$ cat src/common/aqs_cfg.svh
/*
 * Register map, field positions and fixed widths of the acquisition
 * sequencer. Assumes a byte-addressed AXI4-Lite bus with 8 address bits.
 */
`ifndef AQS_CFG_SVH
`define AQS_CFG_SVH

// ----------------------------------------------------------------
// register byte addresses
// ----------------------------------------------------------------
`define AQS_ADDR_W 8
`define AQS_A_CTRL 8'h00
`define AQS_A_ENABLE 8'h04
`define AQS_A_OSCFG 8'h08
`define AQS_A_STATUS 8'h0c
`define AQS_A_IDENT 8'h10
`define AQS_A_SER_A 8'h14
`define AQS_A_SER_B 8'h18
`define AQS_A_RES_BASE 8'h40
`define AQS_A_TRIM_BASE 8'h80

// ----------------------------------------------------------------
// fields and widths
// ----------------------------------------------------------------
`define AQS_CTRL_START 0
`define AQS_ST_BUSY 0
`define AQS_ST_DONE 1
`define AQS_ST_ECC 2
`define AQS_REG_W 16
`define AQS_ADC_W 12
`define AQS_RES_W 14
`define AQS_OS_W 3
`define AQS_TRIM_N 11
`define AQS_CRC_POLY 8'h07
`define AQS_RESP_OK 2'b00
`define AQS_RESP_ERR 2'b10

`endif

$ cat src/common/aqs_pkg.sv
/*
 * Types of the acquisition sequencer.
 * Assumes nothing of its surroundings.
 */
package aqs_pkg;

  typedef enum logic [2:0] {
    aqs_idle,
    aqs_seek,
    aqs_conv,
    aqs_wait,
    aqs_write
  } aqs_state_t;

endpackage

$ cat src/rtl/aqs_trim_rom.sv
/*
 * Factory trim ROM: eleven 16-bit words, each stored with Hamming check
 * bits and corrected on every read. Combinational; the caller registers.
 */
`timescale 1ns/100ps
`include "aqs_cfg.svh"

module aqs_trim_rom #(
  parameter logic [10*16-1:0] TRIM_INIT = 160'h0,
  parameter logic [7:0] LAST_LOW = 8'h00,
  parameter logic [15:0] FAULT_MASK = 16'h0000
) (
  input wire logic [3:0] rd_idx_in,
  output logic [15:0] rd_data_out,
  output logic corr_out
);

  // ----------------------------------------------------------------
  // code helpers
  // ----------------------------------------------------------------
  function automatic logic [4:0] hpos(input int i);
    int c;
    hpos = 5'h00;
    c = 0;
    for (int p = 3; p < 22; p++)
    begin
      if ((p & (p - 1)) != 0)
      begin
        if (c == i)
          hpos = 5'(p);
        c++;
      end
    end
  endfunction

  function automatic logic [4:0] hcheck(input logic [15:0] d);
    hcheck = 5'h00;
    for (int i = 0; i < 16; i++)
      if (d[i])
        hcheck = hcheck ^ hpos(i);
  endfunction

  function automatic logic [7:0] crc8(input logic [167:0] m);
    logic [7:0] c;
    c = 8'h00;
    for (int i = 167; i >= 0; i--)
      c = {c[6:0], 1'b0} ^ ((c[7] ^ m[i]) ? `AQS_CRC_POLY : 8'h00);
    return c;
  endfunction

  // ----------------------------------------------------------------
  // stored contents
  // ----------------------------------------------------------------
  localparam logic [15:0] LAST_WORD = {crc8({TRIM_INIT, LAST_LOW}), LAST_LOW};

  logic [15:0] word;
  logic [4:0] stored_chk;
  logic [4:0] syn;

  always_comb
  begin
    word = LAST_WORD;
    if (rd_idx_in < 4'(`AQS_TRIM_N - 1))
      word = TRIM_INIT[(`AQS_TRIM_N - 2 - 32'(rd_idx_in)) * 16 +: 16];
    stored_chk = hcheck(word);
    if (rd_idx_in == 4'h0)
      word = word ^ FAULT_MASK;
    syn = hcheck(word) ^ stored_chk;
    rd_data_out = word;
    for (int i = 0; i < 16; i++)
      if (syn != 5'h00 && hpos(i) == syn)
        rd_data_out[i] = ~word[i];
    corr_out = (syn != 5'h00);
  end

endmodule

$ cat src/rtl/aqs_top.sv
/*
 * Acquisition sequencer with trim ROM and serial number, behind an
 * AXI4-Lite slave. Assumes an external 12-bit SAR converter that answers
 * each start pulse with one adc_done_in pulse and its data.
 */
// Added by the designer: the AXI4-Lite register port and the address map.
// Operation
// - each conversion samples one selected channel; its 12-bit result accumulates
// - a scan converts every enabled channel in turn, skipping disabled ones
// - a measurement cycle is two chopped scans summed per channel
// - with oversampling, successive cycles are averaged into one value per channel
// - without oversampling an acquisition is exactly one measurement cycle
// - every software register is sixteen bits wide
// - eleven trim words are read-only; writes leave them unchanged
// - last trim word holds an 8-bit ROM checksum in bits 15:8
// - trim reads pass through error correction before being returned
// - two read-only registers form a 32-bit serial number
// - serial is unique per model and revision; host combines them
// - serial number is never zero; host treats zero as invalid
// - result is 14 bits left-aligned in 16, low two bits zero
// - disabled channels keep their previous result
`timescale 1ns/100ps
`include "aqs_cfg.svh"

module aqs_top #(
  parameter int NUM_CH = 14,
  parameter int OS_MAX = 7,
  parameter logic [31:0] SERIAL = 32'h1357_2468, // arbitrary value
  parameter logic [7:0] MODEL = 8'h5a, // arbitrary value
  parameter logic [7:0] REVISION = 8'h01, // arbitrary value
  parameter logic [10*16-1:0] TRIM_INIT = 160'h0123_4567_89ab_cdef_0f1e_2d3c_4b5a_6978_8796_a5b4,
  parameter logic [7:0] TRIM_LAST_LOW = 8'h3c,
  parameter logic [15:0] TRIM_FAULT = 16'h0000
) (
  input wire logic clk_in,
  input wire logic sys_rst_in,
  input wire logic [`AQS_ADDR_W-1:0] s_axi_awaddr_in,
  input wire logic s_axi_awvalid_in,
  output logic s_axi_awready_out,
  input wire logic [31:0] s_axi_wdata_in,
  input wire logic [3:0] s_axi_wstrb_in,
  input wire logic s_axi_wvalid_in,
  output logic s_axi_wready_out,
  output logic [1:0] s_axi_bresp_out,
  output logic s_axi_bvalid_out,
  input wire logic s_axi_bready_in,
  input wire logic [`AQS_ADDR_W-1:0] s_axi_araddr_in,
  input wire logic s_axi_arvalid_in,
  output logic s_axi_arready_out,
  output logic [31:0] s_axi_rdata_out,
  output logic [1:0] s_axi_rresp_out,
  output logic s_axi_rvalid_out,
  input wire logic s_axi_rready_in,
  output logic adc_start_out,
  output logic [3:0] adc_ch_out,
  output logic adc_chop_out,
  input wire logic adc_done_in,
  input wire logic [`AQS_ADC_W-1:0] adc_data_in,
  output logic acq_done_out
);

  localparam int CH_W = $clog2(NUM_CH + 1);
  localparam int ACC_W = `AQS_ADC_W + 1 + OS_MAX;

  initial
  begin
    if (NUM_CH < 1 || NUM_CH > 16 || OS_MAX < 0 || OS_MAX > 7)
      $error("aqs_top: channel count or oversampling range unsupported");
    if (SERIAL == 32'h0000_0000)
      $error("aqs_top: serial number must not be zero");
  end

  // ----------------------------------------------------------------
  // helpers
  // ----------------------------------------------------------------
  function automatic logic mapped(input logic [`AQS_ADDR_W-1:0] a);
    mapped = (a[1:0] == 2'b00) && (a == `AQS_A_CTRL || a == `AQS_A_ENABLE || a == `AQS_A_OSCFG ||
      a == `AQS_A_STATUS || a == `AQS_A_IDENT || a == `AQS_A_SER_A || a == `AQS_A_SER_B ||
      (a >= `AQS_A_RES_BASE && 32'(a) < 32'(`AQS_A_RES_BASE) + 4 * NUM_CH) ||
      (a >= `AQS_A_TRIM_BASE && 32'(a) < 32'(`AQS_A_TRIM_BASE) + 4 * `AQS_TRIM_N));
  endfunction

  function automatic logic [CH_W-1:0] next_en(input logic [NUM_CH-1:0] en, input logic [CH_W-1:0] from);
    next_en = CH_W'(NUM_CH);
    for (int i = NUM_CH - 1; i >= 0; i--)
      if (en[i] && i >= int'(from))
        next_en = CH_W'(i);
  endfunction

  // ----------------------------------------------------------------
  // state
  // ----------------------------------------------------------------
  aqs_pkg::aqs_state_t state_reg;
  logic [CH_W-1:0] ch_reg;
  logic [CH_W-1:0] nx_ch;
  logic scan_reg;
  logic [OS_MAX:0] cyc_reg;
  logic [NUM_CH-1:0] en_reg;
  logic [NUM_CH-1:0] en_lat_reg;
  logic [`AQS_OS_W-1:0] os_reg;
  logic [`AQS_OS_W-1:0] os_lat_reg;
  logic [ACC_W-1:0] acc_mem [NUM_CH];
  logic [`AQS_REG_W-1:0] res_mem [NUM_CH];
  logic done_st_reg;
  logic ecc_st_reg;
  logic aw_v_reg;
  logic w_v_reg;
  logic [`AQS_ADDR_W-1:0] aw_a_reg;
  logic [31:0] w_d_reg;
  logic [3:0] w_s_reg;
  logic [15:0] trim_data;
  logic trim_corr;
  logic wr_fire;
  logic start_req;
  logic [15:0] wmask;
  logic [`AQS_ADDR_W-1:0] rd_off;
  logic [`AQS_ADDR_W-1:0] res_off;

  assign nx_ch = next_en(en_lat_reg, ch_reg);
  assign wr_fire = aw_v_reg && w_v_reg && !s_axi_bvalid_out;
  assign wmask = {{8{w_s_reg[1]}}, {8{w_s_reg[0]}}};
  assign start_req = wr_fire && aw_a_reg == `AQS_A_CTRL && w_s_reg[0] && w_d_reg[`AQS_CTRL_START];
  assign rd_off = s_axi_araddr_in - `AQS_A_TRIM_BASE;
  assign res_off = s_axi_araddr_in - `AQS_A_RES_BASE;

  aqs_trim_rom #(
    .TRIM_INIT(TRIM_INIT),
    .LAST_LOW(TRIM_LAST_LOW),
    .FAULT_MASK(TRIM_FAULT)
  ) u_rom (
    .rd_idx_in(rd_off[5:2]),
    .rd_data_out(trim_data),
    .corr_out(trim_corr)
  );

  // ----------------------------------------------------------------
  // sequencer
  // ----------------------------------------------------------------
  always_ff @(posedge clk_in or posedge sys_rst_in)
  begin
    if (sys_rst_in)
    begin
      state_reg <= aqs_pkg::aqs_idle;
      ch_reg <= '0;
      scan_reg <= 1'b0;
      cyc_reg <= '0;
      en_lat_reg <= '0;
      os_lat_reg <= '0;
    end
    else
    begin
      unique case (state_reg)
        aqs_pkg::aqs_idle:
          if (start_req)
          begin
            en_lat_reg <= en_reg;
            os_lat_reg <= os_reg;
            ch_reg <= '0;
            scan_reg <= 1'b0;
            cyc_reg <= '0;
            state_reg <= aqs_pkg::aqs_seek;
          end
        aqs_pkg::aqs_seek:
          if (nx_ch < CH_W'(NUM_CH))
          begin
            ch_reg <= nx_ch;
            state_reg <= aqs_pkg::aqs_conv;
          end
          else if (!scan_reg)
          begin
            scan_reg <= 1'b1;
            ch_reg <= '0;
          end
          else if (cyc_reg == (OS_MAX + 1)'((1 << os_lat_reg) - 1))
            state_reg <= aqs_pkg::aqs_write;
          else
          begin
            cyc_reg <= cyc_reg + 1'b1;
            scan_reg <= 1'b0;
            ch_reg <= '0;
          end
        aqs_pkg::aqs_conv:
          state_reg <= aqs_pkg::aqs_wait;
        aqs_pkg::aqs_wait:
          if (adc_done_in)
          begin
            ch_reg <= ch_reg + 1'b1;
            state_reg <= aqs_pkg::aqs_seek;
          end
        aqs_pkg::aqs_write:
          state_reg <= aqs_pkg::aqs_idle;
      endcase
    end
  end

  always_ff @(posedge clk_in or posedge sys_rst_in)
  begin
    if (sys_rst_in)
    begin
      adc_start_out <= 1'b0;
      adc_ch_out <= 4'h0;
      adc_chop_out <= 1'b0;
      acq_done_out <= 1'b0;
    end
    else
    begin
      adc_start_out <= (state_reg == aqs_pkg::aqs_conv);
      if (state_reg == aqs_pkg::aqs_conv)
      begin
        adc_ch_out <= 4'(ch_reg);
        adc_chop_out <= scan_reg;
      end
      acq_done_out <= (state_reg == aqs_pkg::aqs_write);
    end
  end

  always_ff @(posedge clk_in or posedge sys_rst_in)
  begin
    if (sys_rst_in)
    begin
      for (int i = 0; i < NUM_CH; i++)
        acc_mem[i] <= '0;
    end
    else if (state_reg == aqs_pkg::aqs_idle && start_req)
    begin
      for (int i = 0; i < NUM_CH; i++)
        acc_mem[i] <= '0;
    end
    else if (state_reg == aqs_pkg::aqs_wait && adc_done_in)
      acc_mem[ch_reg] <= acc_mem[ch_reg] + ACC_W'(adc_data_in);
  end

  // ----------------------------------------------------------------
  // per-channel averaging and result store
  // ----------------------------------------------------------------
  for (genvar g = 0; g < NUM_CH; g++)
  begin : g_res
    logic [ACC_W+1:0] scaled;
    assign scaled = {acc_mem[g], 2'b00} >> ({1'b0, os_lat_reg} + 4'h1);
    always_ff @(posedge clk_in or posedge sys_rst_in)
    begin
      if (sys_rst_in)
        res_mem[g] <= '0;
      else if (state_reg == aqs_pkg::aqs_write && en_lat_reg[g])
        res_mem[g] <= {scaled[`AQS_RES_W-1:0], 2'b00};
    end
  end

  // ----------------------------------------------------------------
  // AXI4-Lite slave
  // ----------------------------------------------------------------
  always_ff @(posedge clk_in or posedge sys_rst_in)
  begin
    if (sys_rst_in)
    begin
      aw_v_reg <= 1'b0;
      w_v_reg <= 1'b0;
      aw_a_reg <= '0;
      w_d_reg <= '0;
      w_s_reg <= '0;
      s_axi_awready_out <= 1'b0;
      s_axi_wready_out <= 1'b0;
      s_axi_bvalid_out <= 1'b0;
      s_axi_bresp_out <= `AQS_RESP_OK;
    end
    else
    begin
      if (s_axi_awvalid_in && s_axi_awready_out)
      begin
        aw_v_reg <= 1'b1;
        aw_a_reg <= s_axi_awaddr_in;
        s_axi_awready_out <= 1'b0;
      end
      else if (!aw_v_reg)
        s_axi_awready_out <= 1'b1;
      if (s_axi_wvalid_in && s_axi_wready_out)
      begin
        w_v_reg <= 1'b1;
        w_d_reg <= s_axi_wdata_in;
        w_s_reg <= s_axi_wstrb_in;
        s_axi_wready_out <= 1'b0;
      end
      else if (!w_v_reg)
        s_axi_wready_out <= 1'b1;
      if (wr_fire)
      begin
        aw_v_reg <= 1'b0;
        w_v_reg <= 1'b0;
        s_axi_bvalid_out <= 1'b1;
        s_axi_bresp_out <= mapped(aw_a_reg) ? `AQS_RESP_OK : `AQS_RESP_ERR;
      end
      else if (s_axi_bready_in)
        s_axi_bvalid_out <= 1'b0;
    end
  end

  // writable configuration; trim, serial and results ignore writes
  always_ff @(posedge clk_in or posedge sys_rst_in)
  begin
    if (sys_rst_in)
    begin
      en_reg <= '0;
      os_reg <= '0;
    end
    else if (wr_fire && aw_a_reg == `AQS_A_ENABLE)
      en_reg <= (en_reg & ~NUM_CH'(wmask)) | (NUM_CH'(w_d_reg) & NUM_CH'(wmask));
    else if (wr_fire && aw_a_reg == `AQS_A_OSCFG && w_s_reg[0])
      os_reg <= (w_d_reg[`AQS_OS_W-1:0] > `AQS_OS_W'(OS_MAX)) ? `AQS_OS_W'(OS_MAX) : w_d_reg[`AQS_OS_W-1:0];
  end

  // sticky status flags: a new event beats a clear in the same cycle
  always_ff @(posedge clk_in or posedge sys_rst_in)
  begin
    if (sys_rst_in)
    begin
      done_st_reg <= 1'b0;
      ecc_st_reg <= 1'b0;
    end
    else
    begin
      if (state_reg == aqs_pkg::aqs_write)
        done_st_reg <= 1'b1;
      else if (wr_fire && aw_a_reg == `AQS_A_STATUS && w_s_reg[0] && w_d_reg[`AQS_ST_DONE])
        done_st_reg <= 1'b0;
      if (s_axi_arvalid_in && s_axi_arready_out && s_axi_araddr_in >= `AQS_A_TRIM_BASE &&
        mapped(s_axi_araddr_in) && trim_corr)
        ecc_st_reg <= 1'b1;
      else if (wr_fire && aw_a_reg == `AQS_A_STATUS && w_s_reg[0] && w_d_reg[`AQS_ST_ECC])
        ecc_st_reg <= 1'b0;
    end
  end

  always_ff @(posedge clk_in or posedge sys_rst_in)
  begin
    if (sys_rst_in)
    begin
      s_axi_arready_out <= 1'b0;
      s_axi_rvalid_out <= 1'b0;
      s_axi_rdata_out <= '0;
      s_axi_rresp_out <= `AQS_RESP_OK;
    end
    else if (s_axi_arvalid_in && s_axi_arready_out)
    begin
      s_axi_arready_out <= 1'b0;
      s_axi_rvalid_out <= 1'b1;
      s_axi_rresp_out <= mapped(s_axi_araddr_in) ? `AQS_RESP_OK : `AQS_RESP_ERR;
      s_axi_rdata_out <= '0;
      if (mapped(s_axi_araddr_in))
      begin
        if (s_axi_araddr_in >= `AQS_A_TRIM_BASE)
          s_axi_rdata_out[15:0] <= trim_data;
        else if (s_axi_araddr_in >= `AQS_A_RES_BASE)
          s_axi_rdata_out[15:0] <= res_mem[res_off[5:2]];
        else
          unique case (s_axi_araddr_in)
            `AQS_A_CTRL: s_axi_rdata_out[`AQS_CTRL_START] <= 1'b0;
            `AQS_A_ENABLE: s_axi_rdata_out[NUM_CH-1:0] <= en_reg;
            `AQS_A_OSCFG: s_axi_rdata_out[`AQS_OS_W-1:0] <= os_reg;
            `AQS_A_STATUS: s_axi_rdata_out[2:0] <= {ecc_st_reg, done_st_reg, state_reg != aqs_pkg::aqs_idle};
            `AQS_A_IDENT: s_axi_rdata_out[15:0] <= {MODEL, REVISION};
            `AQS_A_SER_A: s_axi_rdata_out[15:0] <= SERIAL[15:0];
            `AQS_A_SER_B: s_axi_rdata_out[15:0] <= SERIAL[31:16];
            default: s_axi_rdata_out <= '0;
          endcase
      end
    end
    else if (s_axi_rvalid_out)
    begin
      if (s_axi_rready_in)
      begin
        s_axi_rvalid_out <= 1'b0;
        s_axi_arready_out <= 1'b1;
      end
    end
    else
      s_axi_arready_out <= 1'b1;
  end

  // ----------------------------------------------------------------
  // checks
  // ----------------------------------------------------------------
  logic [15:0] conv_cnt;
  always_ff @(posedge clk_in or posedge sys_rst_in)
  begin
    if (sys_rst_in)
      conv_cnt <= '0;
    else if (state_reg == aqs_pkg::aqs_idle && start_req)
      conv_cnt <= '0;
    else if (state_reg == aqs_pkg::aqs_wait && adc_done_in)
      conv_cnt <= conv_cnt + 16'h0001;
  end
endmodule

$ cat config.mk
export PLATFORM = sky130hd
export DESIGN_NAME = aqs_top
export DESIGN_NICKNAME = d
export VERILOG_FILES = /design/src/common/aqs_pkg.sv /design/src/rtl/aqs_trim_rom.sv /design/src/rtl/aqs_top.sv
export VERILOG_INCLUDE_DIRS = /design/src /design/src/common
export SDC_FILE = /design/constraint.sdc
export NUM_CORES = 2
export LEC_CHECK = 0
export ABC_CLOCK_PERIOD_IN_PS = 50100
export BUFFER_PORTS_ARGS = -buffer_cell sky130_fd_sc_hd__buf_4
export CORE_MARGIN = 1.5
export CORE_UTILIZATION = 42
export DETAILED_ROUTE_END_ITERATION = 16
export PLACE_DENSITY = 0.7
export SLEW_MARGIN = 20
export SYNTH_ARGS = -nofsm -noshare
export SYNTH_HDL_FRONTEND = slang
export SYNTH_SLANG_ARGS = --single-unit
$ cat constraint.sdc
create_clock -name clk_in -period 50.1 [get_ports clk_in]
set_clock_uncertainty 0.15 [all_clocks]
set_input_delay 2.505 -clock clk_in [delete_from_list [all_inputs] [get_ports clk_in]]
set_output_delay 2.505 -clock clk_in [all_outputs]
set_load 0.02 [all_outputs]
==> impl_results.md <==
* Reg with most FFs: acc_mem
* Initial core utilization at 42.6%
* First-pass GRT wire length at 172000 microns
* Total GRT Usage at 26.2%
* Outcome: finished, final reports clean
* Crit path capture type: register
* Synth Flop Type: dfrtp_1
* Worst VDD drop at 0.0000225 V
* Global route overflow at 0
* Largest net degree at the start of global routing at 184
* Post-route setup TNS at 0 ns
* Async set-reset flop share out of synthesis at 100%
* WS Path Type: register to register
* Fillers at 7567
* Final setup fails at 0
* EDFF count, synth at 0
* PortBufs at 81
* End-of-flow core utilization at 46.8%
* DR pass1 iterations at 8
* CTS buffer count at 66
* Largest area contributor in the netlist: dfrtp_1
* Gp weighted congestion at 0.908
* Netlist cell types at 74
* Die H at slightly below 300 microns
* Post-Synthesis Cells at 3583
* Clk sinks at 583
* Post-CTS Repair Setup Buffers at 0
* RSZ-0062 raised after global routing: no
* Number of flip-flops in the largest register at between 200 and 300
* Final Hold Vio Count at 0
* Crit path max fanout at 39
* Drt initial violations at 3485
* Worst EP arrival at just over 6 ns
* Mapped Area at about 35000 sq um
* Cell Pwr Density at 29.2 nW/um^2
* WL final at 113000 microns
* HP Class: register to register
* Top layer used by detailed routing: met5
* Final ANT Viol Nets at 0
* Max cap viols at 0
* Worst skew pair latency at between 0.6 and 0.7 ns
* WL met2 at 50300 microns
* Post-cts resize count at 0
* Synth warnings at 0
* Worst slew margin at between 20% and 30%
* Largest regs: acc_mem: 280 flops, res_mem: 196 flops, s_axi_rdata_out: 16 flops
* Post-synthesis register bit count at 583
* Avg Inst Size Synth at slightly below 10 sq um
* CP Launch Type: register
* Cell Area, Placed at roughly 36000 sq um
* Final instance area at 38600 sq um
* # nets final at 3554
* Leak at approximately 15 nW
* Antenna violations before repair at 3
* Period Utilization, post-route at 11.8%
* Vias in the first global route at 27400
* Clock-pin slew on the worst setup and hold paths at 0.07 ns
* Hold Buf Count CTS at 0
* Fin cells at 4580
* Yosys top cell area share at 41.5%
* Total die area at approximately 85000 sq um
* Vias per inst at 6.32
* CTS max path bufs at 3
* Row Count at ~110
* Core Region at ~83000 sq um
* CTS tree: built
* Synth top area cells: dfrtp_1, mux2i_1, mux4_2
* Worst-margin pin slew at 1.17 ns
* Minimum clock period after layout at 5.89 ns
* Met3 wire length at between 10000 and 15000 microns
* I/O pin total at between 100 and 150
* Dpl hpwl at 77000 microns
* Root buf cell: clkbuf_16
* Layout cells sized above 1 at 15.5%
* Synthesis-to-finish area growth at 9.89%
* Seq/Total Area, Yosys at between 40% and 50%
* Reg2reg setup slack at 44.21 ns
* DR DRC count at 0
* Die width at 292 microns
* Pins Over Slew Limit at 0
* Fmax at 170 MHz
* DR vias at 28900
* Crit path required time at 50.36 ns
* Metal1 wirelength at between 40000 and 50000 microns
* Avg WL per Cell at 24.6 microns
* Placed Cells at 4463
* Depth of the CTS H-tree at 3
worst paths after layout:
check	start	depth (start not counted)	to
hold / removal	s_axi_rdata_out[2]$_DFFE_PP0P_	2	s_axi_rdata_out[2]$_DFFE_PP0P_
min in group asynchronous	sys_rst_in	2	res_mem[7]$_DFFE_PP0P_
setup reg to reg	ch_reg[3]$_DFFE_PP0P_	14	acc_mem[233]$_DFFE_PP0P_
max in group asynchronous	sys_rst_in	4	os_lat_reg[1]$_DFFE_PP0P_
setup / recovery	ch_reg[3]$_DFFE_PP0P_	14	acc_mem[233]$_DFFE_PP0P_
hold reg to reg	s_axi_rdata_out[2]$_DFFE_PP0P_	2	s_axi_rdata_out[2]$_DFFE_PP0P_
where the power goes:
group / total (W) / switching, W / internal [W]
clock network: 0.000513 / 0.000205 / 0.000309
logic: 0.000112 / 0.0000697 / 0.0000423
registers: 0.000503 / 0.0000162 / 0.000487
total: 0.00113 / 0.000290 / 0.000838
cells by family (layout without fill, tap and decap cells):
group | after synthesis | in the layout | share of synthesized area, %
buf+inv | 395 | 304 | 4.73
simple gates | 1060 | 1060 | 13.8
fa+ha+maj | 20 | 20 | 0.733
xor+xnor | 23 | 23 | 0.573
flops | 583 | 583 | 41.5
compound gates | 849 | 849 | 14.0
other cells | 1 | 19 | 0.0107
mux | 652 | 652 | 24.6
stage by stage:
step / total power, W / setup WS (ns) / hold WS (ns)
3_5_place_dp: 0.000623 / 43.81 / 0.318
5_1_grt: 0.00116 / 44.13 / 0.367
4_1_cts: 0.00113 / 44.36 / 0.332
2_1_floorplan: 0.000585 / 31.13 / 0.295
6_report: 0.00113 / 44.21 / 0.322
3_3_place_gp: 0.000621 / 43.82 / 0.311
worst max-delay path, stage by stage, from the launching register on:
cell and delay (ns):
dfrtp_2 0.42, buf_4 0.48, nand3_1 0.59, nor2_1 0.39, a21oi_1 0.11, o21ai_0 0.32
ha_1 0.38, a211oi_1 0.27, o21ai_1 0.18, o311ai_0 0.50, a211o_1 0.29, a21o_1 0.27
nor2_1 0.11, xor2_2 0.91, o21ai_0 0.25
routing by layer:
layer	global-route usage, %	vias to the layer above
met5	0	-
met4	12.1	2
met3	6.34	251
met2	38.9	1481
met1	36.0	14400
li1	-	12800
cells in the final DEF, fill, tap and decap left out, types with 54 or more instances in the layout:
master,n
mux4_2,161
dfrtp_1,576
mux2i_1,393
nand3_1,295
o21ai_0,346
a31oi_1,89
clkbuf_16,70
a211oi_1,54
buf_4,137
nor2_1,289
mux2_2,98
nand2_1,288
a21oi_1,220
synthesized netlist by cell type, drive strengths merged (4+ instances only):
library cell  number
a21boi             5
nand2            289
xor2              14
nor3              18
clkbuf           210
nor2             290
nor2b             43
and3              18
nor3b             11
a31oi             89
a22o               5
o211ai             7
ha                19
o31ai              4
mux4             161
xnor2              9
a21oi            220
or3                7
nor4               7
and2              26
a32o               7
mux2i            393
a22oi             14
buf              139
o221ai            14
dfrtp            583
mux2              98
a211oi            54
o22ai             12
nand3            295
or4                7
a21o               8
inv               45
o21a               5
a221oi            14
or2                6
o21ai            358
nand2b            32
o21bai             5
o311ai             5
cell type report:
type	instances	area [sq um]	share of cell area, %
Antenna cell	1	2.50	0.00648
Clock buffer	95	2010	5.19
Clock inverter	20	267	0.690
Inverter	46	183	0.473
Multi-Input combinational cell	2622	19100	49.3
Sequential cell	583	14600	37.8
Tap cell	1070	1340	3.47
Timing Repair Buffer	143	1160	2.99
Note: power is estimated with default switching activity, not from simulation.
